## src/rtl/timer_defines.svh

```systemverilog
// Purpose: Register map, control write mask and counts for the 16-bit timer.
// Assumes: Word-wide registers on a two-bit register index.
// Notes: Definitions only.
`ifndef TIMER_DEFINES_SVH
`define TIMER_DEFINES_SVH

`define ADDR_CTRL 2'h0
`define ADDR_COUNT 2'h1
`define ADDR_RELOAD 2'h2
`define ADDR_COMPARE 2'h3

`define CTRL_WMASK 16'h9FFF
`define CTRL_RESET 16'h0000
`define WORD_ZERO 16'h0000
`define WORD_ONE 16'h0001
`define WORD_MAX 16'hFFFF

`define PS_TERM_1 10'h000
`define PS_TERM_4 10'h003
`define PS_TERM_16 10'h00F
`define PS_TERM_64 10'h03F
`define PS_TERM_256 10'h0FF
`define PS_TERM_1024 10'h3FF
`define PS_ZERO 10'h000
`define PS_STEP 10'h001
`define PS_MIN_W 10

`endif

```

## src/rtl/timer_pkg.sv

```systemverilog
// Purpose: Types shared by the timer and its bench.
// Assumes: Field layout of the control/status word, bit 15 down to bit 0.
// Notes: Reserved field always held at zero.
package timer_pkg;

	typedef struct packed {
		logic cntSel;
		logic [1:0] rsv;
		logic pwmSet;
		logic pwmClr;
		logic [2:0] presc;
		logic ovf;
		logic ext;
		logic outEn;
		logic dirEn;
		logic extEn;
		logic run;
		logic irqEn;
		logic capSel;
	} ctrl_s;

	typedef struct packed {
		logic [1:0] addr;
		logic [15:0] wdata;
		logic write;
		logic read;
	} bus_req_s;

endpackage : timer_pkg

```

## src/rtl/timer_capture_reload_pwm.sv

```systemverilog
// Purpose: 16-bit timer/counter with prescaler, capture, reload and PWM.
// Assumes: Pin inputs are synchronised here; pins share output/enable/input.
// Notes: Output enables are active low; software writes win over hardware updates, except ovf and ext, where hardware events apply on top of a write.
//
// Decided for this implementation: the register offsets and the plain strobed port.
`include "timer_defines.svh"

module timer_capture_reload_pwm
	import timer_pkg::*;
#(
	parameter int PRESC_W = 10
) (
	input wire logic clk,
	input wire logic nrst,
	input wire bus_req_s regReq,
	output logic [15:0] regRdata,
	output logic irqReq,
	input wire logic clkPinIn,
	output logic clkPinOut,
	output logic clkPinOe_n,
	input wire logic capPinIn,
	output logic capPinOut,
	output logic capPinOe_n
);

	if (PRESC_W < `PS_MIN_W) begin : g_bad_width
		$error("PRESC_W too narrow for divide by 1024");
	end

	////////////////////////////////////////////////////////////////////////
	// Registers and pin synchronisers

	logic [15:0] ctrl_q, ctrl_d;
	logic [15:0] cnt_q, cnt_d;
	logic [15:0] rld_q, rld_d;
	logic [15:0] cmp_q;
	logic [PRESC_W-1:0] ps_q, ps_d;
	logic dirDown_q, dirDown_d;
	logic extIrq_q, extIrq_d;
	logic pwmOut_q, pwmOut_d;
	logic sqOut_q;
	logic [2:0] capSync_q;
	logic [2:0] clkSync_q;
	logic [15:0] rdata_q;
	logic irq_q;
	logic clkOe_n_q;
	logic capOe_n_q;

	ctrl_s ctl;
	assign ctl = ctrl_s'(ctrl_q);

	// Stage 0 feeds stage 1 only; edges are seen between stages 1 and 2
	always_ff @(posedge clk or negedge nrst) begin
		if (!nrst) begin
			capSync_q <= 3'h0;
			clkSync_q <= 3'h0;
		end else begin
			capSync_q <= {capSync_q[1:0], capPinIn};
			clkSync_q <= {clkSync_q[1:0], clkPinIn};
		end
	end

	////////////////////////////////////////////////////////////////////////
	// Decode

	wire wrCtrl = regReq.write && regReq.addr == `ADDR_CTRL;
	wire wrCount = regReq.write && regReq.addr == `ADDR_COUNT;
	wire wrReload = regReq.write && regReq.addr == `ADDR_RELOAD;
	wire wrCompare = regReq.write && regReq.addr == `ADDR_COMPARE;

	wire capLevel = capSync_q[1];
	wire capFall = capSync_q[2] && !capSync_q[1];
	wire clkEdge = clkSync_q[2] ^ clkSync_q[1];
	wire pwm = ctl.pwmClr || ctl.pwmSet;

	// Halted timer keeps every piece of state except the prescaler, which is cleared, and the pin synchronisers, which keep sampling
	wire active = ctl.run;

	logic [9:0] psTerm;
	always_comb begin
		unique case (ctl.presc)
			3'h1: psTerm = `PS_TERM_4;
			3'h2: psTerm = `PS_TERM_16;
			3'h3: psTerm = `PS_TERM_64;
			3'h4: psTerm = `PS_TERM_256;
			3'h5: psTerm = `PS_TERM_1024;
			default: psTerm = `PS_TERM_1;
		endcase
	end

	wire psDone = ps_q == PRESC_W'(psTerm);
	wire tick = active && (ctl.cntSel ? clkEdge : psDone);

	// Pin level steers direction only outside PWM
	wire down = ctl.dirEn && (pwm ? dirDown_q : !capLevel);

	wire edgeEv = active && ctl.extEn && capFall;
	wire capEv = active && ctl.capSel && capFall;
	wire extReload = edgeEv && !ctl.capSel;
	wire extSet = edgeEv && (ctl.capSel || !down || pwm);

	////////////////////////////////////////////////////////////////////////
	// Count path

	logic ovfEv;
	always_comb begin
		cnt_d = cnt_q;
		dirDown_d = dirDown_q;
		ovfEv = 1'b0;
		if (extReload) begin
			cnt_d = down ? rld_q : `WORD_ZERO;
		end else if (tick) begin
			if (!ctl.capSel && pwm && ctl.dirEn) begin
				if (!dirDown_q && cnt_q == rld_q) begin
					dirDown_d = 1'b1;
					cnt_d = cnt_q - `WORD_ONE;
					ovfEv = 1'b1;
				end else if (dirDown_q && cnt_q == `WORD_ZERO) begin
					dirDown_d = 1'b0;
					cnt_d = cnt_q + `WORD_ONE;
					ovfEv = 1'b1;
				end else begin
					cnt_d = dirDown_q ? cnt_q - `WORD_ONE : cnt_q + `WORD_ONE;
				end
			end else if (!ctl.capSel && !down && cnt_q == rld_q) begin
				cnt_d = `WORD_ZERO;
				ovfEv = 1'b1;
			end else if (!ctl.capSel && down && cnt_q == `WORD_ZERO) begin
				cnt_d = rld_q;
				ovfEv = 1'b1;
			end else begin
				cnt_d = down ? cnt_q - `WORD_ONE : cnt_q + `WORD_ONE;
				ovfEv = down ? cnt_q == `WORD_ZERO : cnt_q == `WORD_MAX;
			end
		end
		if (wrCount) begin
			cnt_d = regReq.wdata;
		end
	end

	assign ps_d = (!active || ctl.cntSel || psDone) ? PRESC_W'(`PS_ZERO) : ps_q + PRESC_W'(`PS_STEP);
	assign rld_d = wrReload ? regReq.wdata : capEv ? cnt_q : rld_q;

	////////////////////////////////////////////////////////////////////////
	// Flags, interrupt and PWM

	wire extToggle = ovfEv && !ctl.capSel && !pwm;

	ctrl_s cw;
	always_comb begin
		cw = ctrl_s'(wrCtrl ? (regReq.wdata & `CTRL_WMASK) : ctrl_q);
		cw.rsv = 2'h0;
		if (extSet) begin
			cw.ext = 1'b1;
		end else if (extToggle) begin
			cw.ext = !cw.ext;
		end
		cw.ovf = cw.ovf || ovfEv;
		ctrl_d = 16'(cw);
	end

	// Toggles do not raise requests, so edge events are tracked apart
	assign extIrq_d = extSet || (extIrq_q && !(wrCtrl && !regReq.wdata[6]));

	wire cmpHit = tick && cnt_d == cmp_q;
	wire rldHit = tick && cnt_d == rld_q;
	always_comb begin
		pwmOut_d = pwmOut_q;
		if (ctl.pwmClr && ctl.pwmSet) begin
			if (cmpHit) begin
				pwmOut_d = !pwmOut_q;
			end
		end else if (ctl.pwmClr) begin
			if (cmpHit) begin
				pwmOut_d = 1'b0;
			end else if (rldHit) begin
				pwmOut_d = 1'b1;
			end
		end else if (ctl.pwmSet) begin
			if (cmpHit) begin
				pwmOut_d = 1'b1;
			end else if (rldHit) begin
				pwmOut_d = 1'b0;
			end
		end
	end

	logic [15:0] rdMux;
	assign rdMux = regReq.addr == `ADDR_CTRL ? ctrl_q :
		regReq.addr == `ADDR_COUNT ? cnt_q :
		regReq.addr == `ADDR_RELOAD ? rld_q : cmp_q;

	always_ff @(posedge clk or negedge nrst) begin
		if (!nrst) begin
			ctrl_q <= `CTRL_RESET;
			cnt_q <= `WORD_ZERO;
			rld_q <= `WORD_ZERO;
			cmp_q <= `WORD_ZERO;
			ps_q <= '0;
			dirDown_q <= 1'b0;
			extIrq_q <= 1'b0;
			pwmOut_q <= 1'b0;
			sqOut_q <= 1'b0;
			rdata_q <= `WORD_ZERO;
			irq_q <= 1'b0;
			clkOe_n_q <= 1'b1;
			capOe_n_q <= 1'b1;
		end else begin
			ctrl_q <= ctrl_d;
			cnt_q <= cnt_d;
			rld_q <= rld_d;
			cmp_q <= wrCompare ? regReq.wdata : cmp_q;
			ps_q <= ps_d;
			dirDown_q <= dirDown_d;
			extIrq_q <= extIrq_d;
			pwmOut_q <= pwmOut_d;
			sqOut_q <= sqOut_q ^ ovfEv;
			rdata_q <= regReq.read ? rdMux : `WORD_ZERO;
			irq_q <= ctl.irqEn && (ctl.ovf || extIrq_q);
			clkOe_n_q <= !(ctl.outEn && !ctl.cntSel);
			capOe_n_q <= !pwm;
		end
	end

	assign regRdata = rdata_q;
	assign irqReq = irq_q;
	assign clkPinOut = sqOut_q;
	assign clkPinOe_n = clkOe_n_q;
	assign capPinOut = pwmOut_q;
	assign capPinOe_n = capOe_n_q;
endmodule : timer_capture_reload_pwm

```

## config.mk

```make
export PLATFORM = sky130hd
export DESIGN_NAME = timer_capture_reload_pwm
export DESIGN_NICKNAME = d
export VERILOG_FILES = /design/src/rtl/timer_pkg.sv /design/src/rtl/timer_capture_reload_pwm.sv
export VERILOG_INCLUDE_DIRS = /design/src /design/src/rtl
export SDC_FILE = /design/constraint.sdc
export NUM_CORES = 1
export LEC_CHECK = 0
export ABC_CLOCK_PERIOD_IN_PS = 6210
export BUFFER_PORTS_ARGS = -buffer_cell sky130_fd_sc_hd__buf_2
export CAP_MARGIN = 10
export CORE_MARGIN = 1.5
export CORE_UTILIZATION = 50
export CTS_CLUSTER_SIZE = 14
export DETAILED_ROUTE_END_ITERATION = 16
export PLACE_DENSITY = 0.67
export SYNTH_ARGS = -nofsm -noshare
export SYNTH_HDL_FRONTEND = slang
export SYNTH_SLANG_ARGS = --single-unit
export TNS_END_PERCENT = 10
```

## constraint.sdc

```tcl
create_clock -name clk -period 6.21 [get_ports clk]
set_clock_uncertainty 0.05 [all_clocks]
set_input_delay 0.9315 -clock clk [delete_from_list [all_inputs] [get_ports clk]]
set_output_delay 0.9315 -clock clk [all_outputs]
set_load 0.05 [all_outputs]
```

## Yosys cells after proc, flatten, opt, wreduce, memory -nomap -nowiden

Cells that the tools add are included.

- RAM bits: 0
- Memories kept: 0
- Bits in latches: 0
- Flip-flop bits (word level): 101
- Logic and storage cells: 136
- Input bits: 24
- Memory bits (read-only): 0

- Bitwise operators: 3
- Reduce and logical (&&, ||, !) cells: 58
- Add/sub/neg operators: 3
- Divide/modulo/power cells: 0
- Order comparisons: 0
- Muxes and demuxes: 42
- $mul: 0
- Shift operators: 0
- Eq/ne operators: 14

Operators with widths:

| operator | number |
|---|---|
| $mux W16 | 17 |
| $pmux W10 S5 | 1 |
| $eq A16 B16 Y1 | 3 |
| $logic_and A1 B1 Y1 | 30 |
| $mux W1 | 22 |
| $add A16 B1 Y16 const B | 1 |
| $eq A16 B16 Y1 const B | 1 |
| $logic_not A16 Y1 | 1 |
| $sub A16 B1 Y16 const B | 1 |
| $logic_not A1 Y1 | 12 |
| $add A10 B1 Y10 const B | 1 |
| $eq A10 B10 Y1 | 1 |
| $mux W10 | 1 |
| $logic_or A1 B1 Y1 | 8 |
| $mux W8 | 1 |
| $eq A3 B2 Y1 const B | 2 |
| $eq A3 B3 Y1 const B | 2 |
| $reduce_bool A2 Y1 | 3 |
| $eq A2 B2 Y1 const B | 2 |
| $reduce_and A4 Y1 | 1 |
| $eq A3 B1 Y1 const B | 1 |
| $reduce_and A3 Y1 | 1 |
| $reduce_bool A3 Y1 | 1 |
| $eq A2 B1 Y1 const B | 1 |
| 4 further kinds | 5 |

## Logic depth before layout (Yosys ltp)

- Word-level depth: 18
- Gate-level depth with buffers: 16
- Gate-level depth less buffers: 14

## Least setup slack after synthesis

OpenSTA, ideal clock, no wires.

- Path kind: reg2reg
- Start: register ctrl_q[9], in the netlist ctl[9]
- End: register pwmOut_q, in the netlist capPinOut
- Setup slack: 2423 ps
- Clock period less this slack: 3787 ps
- Stages on the path, launching flop included: 16
- Required time: 6031 ps
- Arrival time: 3607 ps
- Buffers on the path: 1
- Path through: dfrtp_1 > inv_1 > ha_1 > inv_1 > or4_1 > a221o_2 > a21boi_4 > buf_6 > nand2_4 > o311a_1 > a2111oi_1 > o2111a_1 > nand4b_1 > nand4b_1 > a221oi_1 > nand2_1

- Longest elaborated chain between the ends: 14

RTL lines:

| what | RTL line | source |
|---|---|---|
| from (decl) | timer_capture_reload_pwm.sv:33 | `logic [15:0] ctrl_q, ctrl_d;` |
| from (signal assigned) | timer_capture_reload_pwm.sv:195 | `` ctrl_q <= `CTRL_RESET; `` |
| from (signal assigned) | timer_capture_reload_pwm.sv:209 | `ctrl_q <= ctrl_d;` |
| $eq A3 B3 Y1, or another cell as far along | timer_capture_reload_pwm.sv:81 | `unique case (ctl.presc)` |
| $pmux W10 S5 * | timer_capture_reload_pwm.sv:81 |  |
| $eq A10 B10 Y1 * | timer_capture_reload_pwm.sv:91 | `wire psDone = ps_q == PRESC_W'(psTerm);` |
| $mux W1 * | timer_capture_reload_pwm.sv:92 | `wire tick = active && (ctl.cntSel ? clkEdge : psDone);` |
| $logic_and A1 B1 Y1 * | timer_capture_reload_pwm.sv:92 |  |
| $mux W16 | timer_capture_reload_pwm.sv:112 | `end else if (tick) begin` |
| $mux W16 | timer_capture_reload_pwm.sv:110 | `if (extReload) begin` |
| $mux W16 | timer_capture_reload_pwm.sv:136 | `if (wrCount) begin` |
| $eq A16 B16 Y1 | timer_capture_reload_pwm.sv:165 | `wire cmpHit = tick && cnt_d == cmp_q;` |
| $logic_and A1 B1 Y1 | timer_capture_reload_pwm.sv:165 |  |
| $mux W1 | timer_capture_reload_pwm.sv:180 | `if (cmpHit) begin` |
| $mux W1 | timer_capture_reload_pwm.sv:179 | `end else if (ctl.pwmSet) begin` |
| $mux W1 | timer_capture_reload_pwm.sv:173 | `end else if (ctl.pwmClr) begin` |
| $mux W1 | timer_capture_reload_pwm.sv:169 | `if (ctl.pwmClr && ctl.pwmSet) begin` |
| to (signal assigned) | timer_capture_reload_pwm.sv:216 | `pwmOut_q <= pwmOut_d;` |
| to (decl) | timer_capture_reload_pwm.sv:40 | `logic pwmOut_q, pwmOut_d;` |

Every way passes the cells marked *; elsewhere a longest branch is shown, timed or not. The select of a mux whose other input is x is not followed.
A chain may end at the register's enable or synchronous reset.

## Worst setup path after layout

- Start: register ctrl_q[11], in the netlist ctl[11]
- End: register pwmOut_q, in the netlist capPinOut

- Longest elaborated chain between the ends: 17

RTL lines:

| what | RTL line | source |
|---|---|---|
| $logic_or A1 B1 Y1 | timer_capture_reload_pwm.sv:74 | `wire pwm = ctl.pwmClr \|\| ctl.pwmSet;` |
| $mux W1 | timer_capture_reload_pwm.sv:95 | `wire down = ctl.dirEn && (pwm ? dirDown_q : !capLevel);` |
| $logic_and A1 B1 Y1 | timer_capture_reload_pwm.sv:95 |  |
| $logic_and A1 B1 Y1 / $logic_not A1 Y1 (equally long branches) | timer_capture_reload_pwm.sv:128, timer_capture_reload_pwm.sv:125 |  |
| $logic_and A1 B1 Y1 (on tied branches) | - |  |
| $mux W16 / $logic_and A1 B1 Y1 (equally long branches) | timer_capture_reload_pwm.sv:128, timer_capture_reload_pwm.sv:125 |  |
| $mux W16 | timer_capture_reload_pwm.sv:125 | `end else if (!ctl.capSel && !down && cnt_q == rld_q) begin` |
| $mux W16 | timer_capture_reload_pwm.sv:113 | `if (!ctl.capSel && pwm && ctl.dirEn) begin` |
| $mux W16 | timer_capture_reload_pwm.sv:112 |  |
| $mux W16 | timer_capture_reload_pwm.sv:110 |  |
| $mux W16 | timer_capture_reload_pwm.sv:136 |  |
| $eq A16 B16 Y1 | timer_capture_reload_pwm.sv:165 |  |
| $logic_and A1 B1 Y1 | timer_capture_reload_pwm.sv:165 |  |
| $mux W1 | timer_capture_reload_pwm.sv:180 |  |
| $mux W1 | timer_capture_reload_pwm.sv:179 |  |
| $mux W1 | timer_capture_reload_pwm.sv:173 |  |
| $mux W1 | timer_capture_reload_pwm.sv:169 |  |

Parallel ways exist; a longest one is shown, timed or not. The select of a mux whose other input is x is not followed.

==> results.txt <==
The first global-routing pass estimated 39.54 mm of wire. The number of sinks on the clock net was 101. The sum of routed wire length over all layers was 25.40 mm; the total of fill cells in the finished design was 1407.

The floorplan step defined a die boundary enclosing 16420 µm². The area growth from synthesis to layout is 6.710%. The tools report the count of final hold-check violations as 0. Setup violations remaining at the end of the flow were counted as 0.

For this run, the register share of the synthesized area comes to 32.31%. By count the netlist is led by sky130_fd_sc_hd__dfrtp_1, sky130_fd_sc_hd__nor2_1, sky130_fd_sc_hd__nand2_1, sky130_fd_sc_hd__a21oi_1, sky130_fd_sc_hd__nor3_1. Across all layers, the routed design uses 7239 vias. In this run, the number of DRC markers left after iteration 0 of detailed routing was 1018. The number of antenna violations at the first check in global routing came out at 0. Synthesis inferred 101 register bits. For the quantity of hold-fixing buffers added after cts, the log shows 0.

The run finished with clean final reports. Buffers inserted during clock tree synthesis total 9. In this run the tool buffered the top-level ports with 44 buffer cells.

For the worst setup path, the data required time is 6.39 ns. Setup repair after global routing left no endpoint under its margin. STA classifies the critical path endpoint as a flop. The tools report the site row count as 45.

The worst setup path is launched from a flop. From left edge to right edge, the die measures 128.2 µm. TritonCTS built the clock tree.

Clock-pin slew was measured on the worst setup and hold paths at 0.08 ns. The tools report the static power due to leakage as 3.384 nW. The maximum number of pins on one net before global-route repair was 73.

The logs give 0 for the count of final max-slew check failures and 6899 for the number of global-route vias before repair. After the flow finishes, the layout carries non-filler instances totaling 1088. For the final antenna diode count, the log shows 0.

In the post-synthesis netlist, the cell with the most instances is sky130_fd_sc_hd__dfrtp_1. The mean area per synthesized cell is 8.971 µm². Data arrival time of the critical path: 4.89 ns. The cell taking the most area after synthesis was sky130_fd_sc_hd__dfrtp_1.

The worst-case IR drop observed on VDD is 0.2262 mV. Routability-driven placement finished with a final weighted congestion of 0.9872. The setup path with the least slack is of type reg2reg.

The share of post-route cells with drive strength above 1 came out at 17.56%. Most instantiated flip-flop cell in the synthesis netlist: sky130_fd_sc_hd__dfrtp_1. The number of cells traversed by the worst hold path is 0. Ranked by total cell area, the synthesized netlist is headed by sky130_fd_sc_hd__dfrtp_1, sky130_fd_sc_hd__mux2_2, sky130_fd_sc_hd__mux4_2, sky130_fd_sc_hd__xnor2_1, sky130_fd_sc_hd__nor2_1. Dividing the detail-routed via count by the number of cells gives 6.653. Pin placement for this block handled 45 I/O pins. Once the clock tree was built, the resizer swapped 0 gates to a different size. At the pin with the least slew margin, the transition time is 1.167 ns. The tools report the post-synthesis cell type count as 98. The clock passes through at most 2 buffers. The core region is 15260 µm². Yosys mapped a number of flops with a built-in enable equal to 0.

The root buffer cell chosen for the clock tree is sky130_fd_sc_hd__clkbuf_16. The tool flagged a number of max-cap violations equal to 0. The logs give 1072 for the cell total after placement and 902 for the net count of the finished layout. In this run the post-CTS setup repair buffer count came out at 0. The tools report the number of nets produced by synthesis as 903. The headroom to the max-slew limit was 22.00%; the Yosys warning count was 0.

Post-detailed-route DRC marker count: 0. The detail route stage leaves a number of antenna-violating nets equal to 0. For this run, the top clock speed supported by timing is 0.2122 GHz.

The tools report the post-DP HPWL as 18.58 mm. The final period utilization was 75.88%; the footprint of the flip-flops and latches was 2530 µm². The final critical path time including I/O delays and setup is 4.712 ns. The logs give 0.35 ns for the later-pin clock latency in the skew report and 51.32% for the initial core utilization. Summing every instance area after synthesis gives 7831 µm². Summing all multi-input logic gate instances after layout gives 4905 µm². Along the worst path, the maximum fanout reaches 19. The first detailed-routing pass took 8 iterations. The count of mapped cells out of synthesis was 873. Power spread over the standard cell area amounts to 383.1 nW/µm². Cells fill 54.77% of the core in the end. The sum of negative setup slack is 0 ns, and the combined global-route utilization of all metal layers is 31.52%. After synthesis, the share of flip-flops with an asynchronous set or reset is 100.0%.

Global routing finished with a remaining overflow of 0. The path class of the tightest hold or removal check is reg2reg. For flop-to-flop paths, the worst setup slack is 1.50 ns.

The average wire per standard cell was 23.34 µm; the share of Yosys cell area claimed by the top area cell type was 31.63%. The die is 128.2 µm tall. Measured in cells, the most critical reg-to-reg path has a length of 12.

The H-tree was split into 3 levels.
## path summary, 6_finish.rpt
check                             start      endpoint
max                             ctl[11]     capPinOut
min                        clkSync_q[0]  clkSync_q[1]
max reg2reg                     ctl[11]     capPinOut
min reg2reg                clkSync_q[0]  clkSync_q[1]
max in group asynchronous          nrst      cnt_q[0]
min in group asynchronous          nrst      rld_q[9]
## critical path: stages (launching register included)
cell and delay [ns]:
sky130_fd_sc_hd__dfrtp_1 0.51, sky130_fd_sc_hd__nor4b_1 0.50, sky130_fd_sc_hd__or2_2 0.52, sky130_fd_sc_hd__nor2_1 0.15, sky130_fd_sc_hd__a21oi_1 0.93, sky130_fd_sc_hd__o21ai_0 0.26, sky130_fd_sc_hd__a211o_1 0.37, sky130_fd_sc_hd__a21boi_0 0.15
sky130_fd_sc_hd__o21ai_0 0.13, sky130_fd_sc_hd__nor4_2 0.46, sky130_fd_sc_hd__a41oi_1 0.17, sky130_fd_sc_hd__a221oi_1 0.30, sky130_fd_sc_hd__nand2_1 0.08
## cells by family (layout without fill, tap and decap cells)
group                      after synthesis  in the layout  share of synthesized area [%]
adders and majority gates                6              6                         0.9586
muxes                                   70             70                          11.71
and+or+nand+nor                        340            340                          23.65
buffers and inverters                   85             89                          5.128
DFF                                    101            101                          32.31
xor gates and xnor gates                61             61                          6.822
AOI/OAI and AO/OA                      210            210                          19.43
## stage by stage
step                hold WS [ns]  worst slack (ns)  cell area, µm²  total power [mW]
floorplan                 0.2812             2.423            7831             2.210
global placement          0.2861             1.669            8068             2.597
detailed placement        0.2909             1.657            8068             2.601
CTS                       0.3079             1.610            8357             3.158
global route              0.3101             1.175            8357             3.359
finish                    0.3099             1.498            8357             3.202
## layout by cell type, fill, tap and decap left out, types with 8 or more instances in the layout
master,netlist,final
sky130_fd_sc_hd__mux2i_1,23,23
sky130_fd_sc_hd__nand2b_1,10,10
sky130_fd_sc_hd__nand3_1,28,28
sky130_fd_sc_hd__buf_4,3,11
sky130_fd_sc_hd__clkbuf_16,0,9
sky130_fd_sc_hd__nor2b_1,8,8
sky130_fd_sc_hd__mux2_2,32,32
sky130_fd_sc_hd__or3_1,9,9
sky130_fd_sc_hd__inv_1,17,17
sky130_fd_sc_hd__o21ai_0,38,38
sky130_fd_sc_hd__xor2_1,27,27
sky130_fd_sc_hd__buf_2,18,43
sky130_fd_sc_hd__a21oi_1,49,49
sky130_fd_sc_hd__mux4_2,14,14
sky130_fd_sc_hd__and3_1,12,12
sky130_fd_sc_hd__and2_1,20,20
sky130_fd_sc_hd__nor2_1,76,76
sky130_fd_sc_hd__nor3_1,46,46
sky130_fd_sc_hd__xnor2_1,34,34
sky130_fd_sc_hd__dfrtp_1,99,99
sky130_fd_sc_hd__o31ai_1,12,12
sky130_fd_sc_hd__or4_1,9,9
sky130_fd_sc_hd__o211ai_1,10,10
sky130_fd_sc_hd__a31oi_1,10,10
sky130_fd_sc_hd__nand2_1,57,57
sky130_fd_sc_hd__a211oi_1,8,8
sky130_fd_sc_hd__nand4_1,20,20
sky130_fd_sc_hd__a22oi_1,9,9
## power breakdown
| group | switching [mW] | internal, mW |
|---|---|---|
| Clock | 0.272 | 0.281 |
| Sequential | 0.402 | 0.806 |
| Combinational | 0.851 | 0.589 |
## area by class of cell
class                   count  area share [%]
flip-flops and latches    101           30.27
well taps                 211           3.159
clock buffers               9           2.695
repair buffers             54           3.563
inverters                  19          0.8534
clock inverters             7          0.7636
multi-input cells         687           58.69
## state kept, by name, summed over array words and instances, names as in the netlist
name        count
capPinOe_n      1
capPinOut       1
capSync_q       3
clkPinOe_n      1
clkPinOut       1
clkSync_q       3
cmp_q          16
cnt_q          16
ctl            14
dirDown_q       1
extIrq_q        1
irqReq          1
ps_q           10
regRdata       16
rld_q          16
## routing by layer
metal	vias to the layer above	routed length, µm	share of wire [%]	GRT usage [%]
met5	-	0	0	0
met3	76	2384	9.4	4.633
met1	3464	10350	41	43.11
met2	458	11670	46	50.44
li1	3241	-	-	-
met4	0	987	3.9	12.43
No activity file was read; power rests on OpenSTA's default activity.
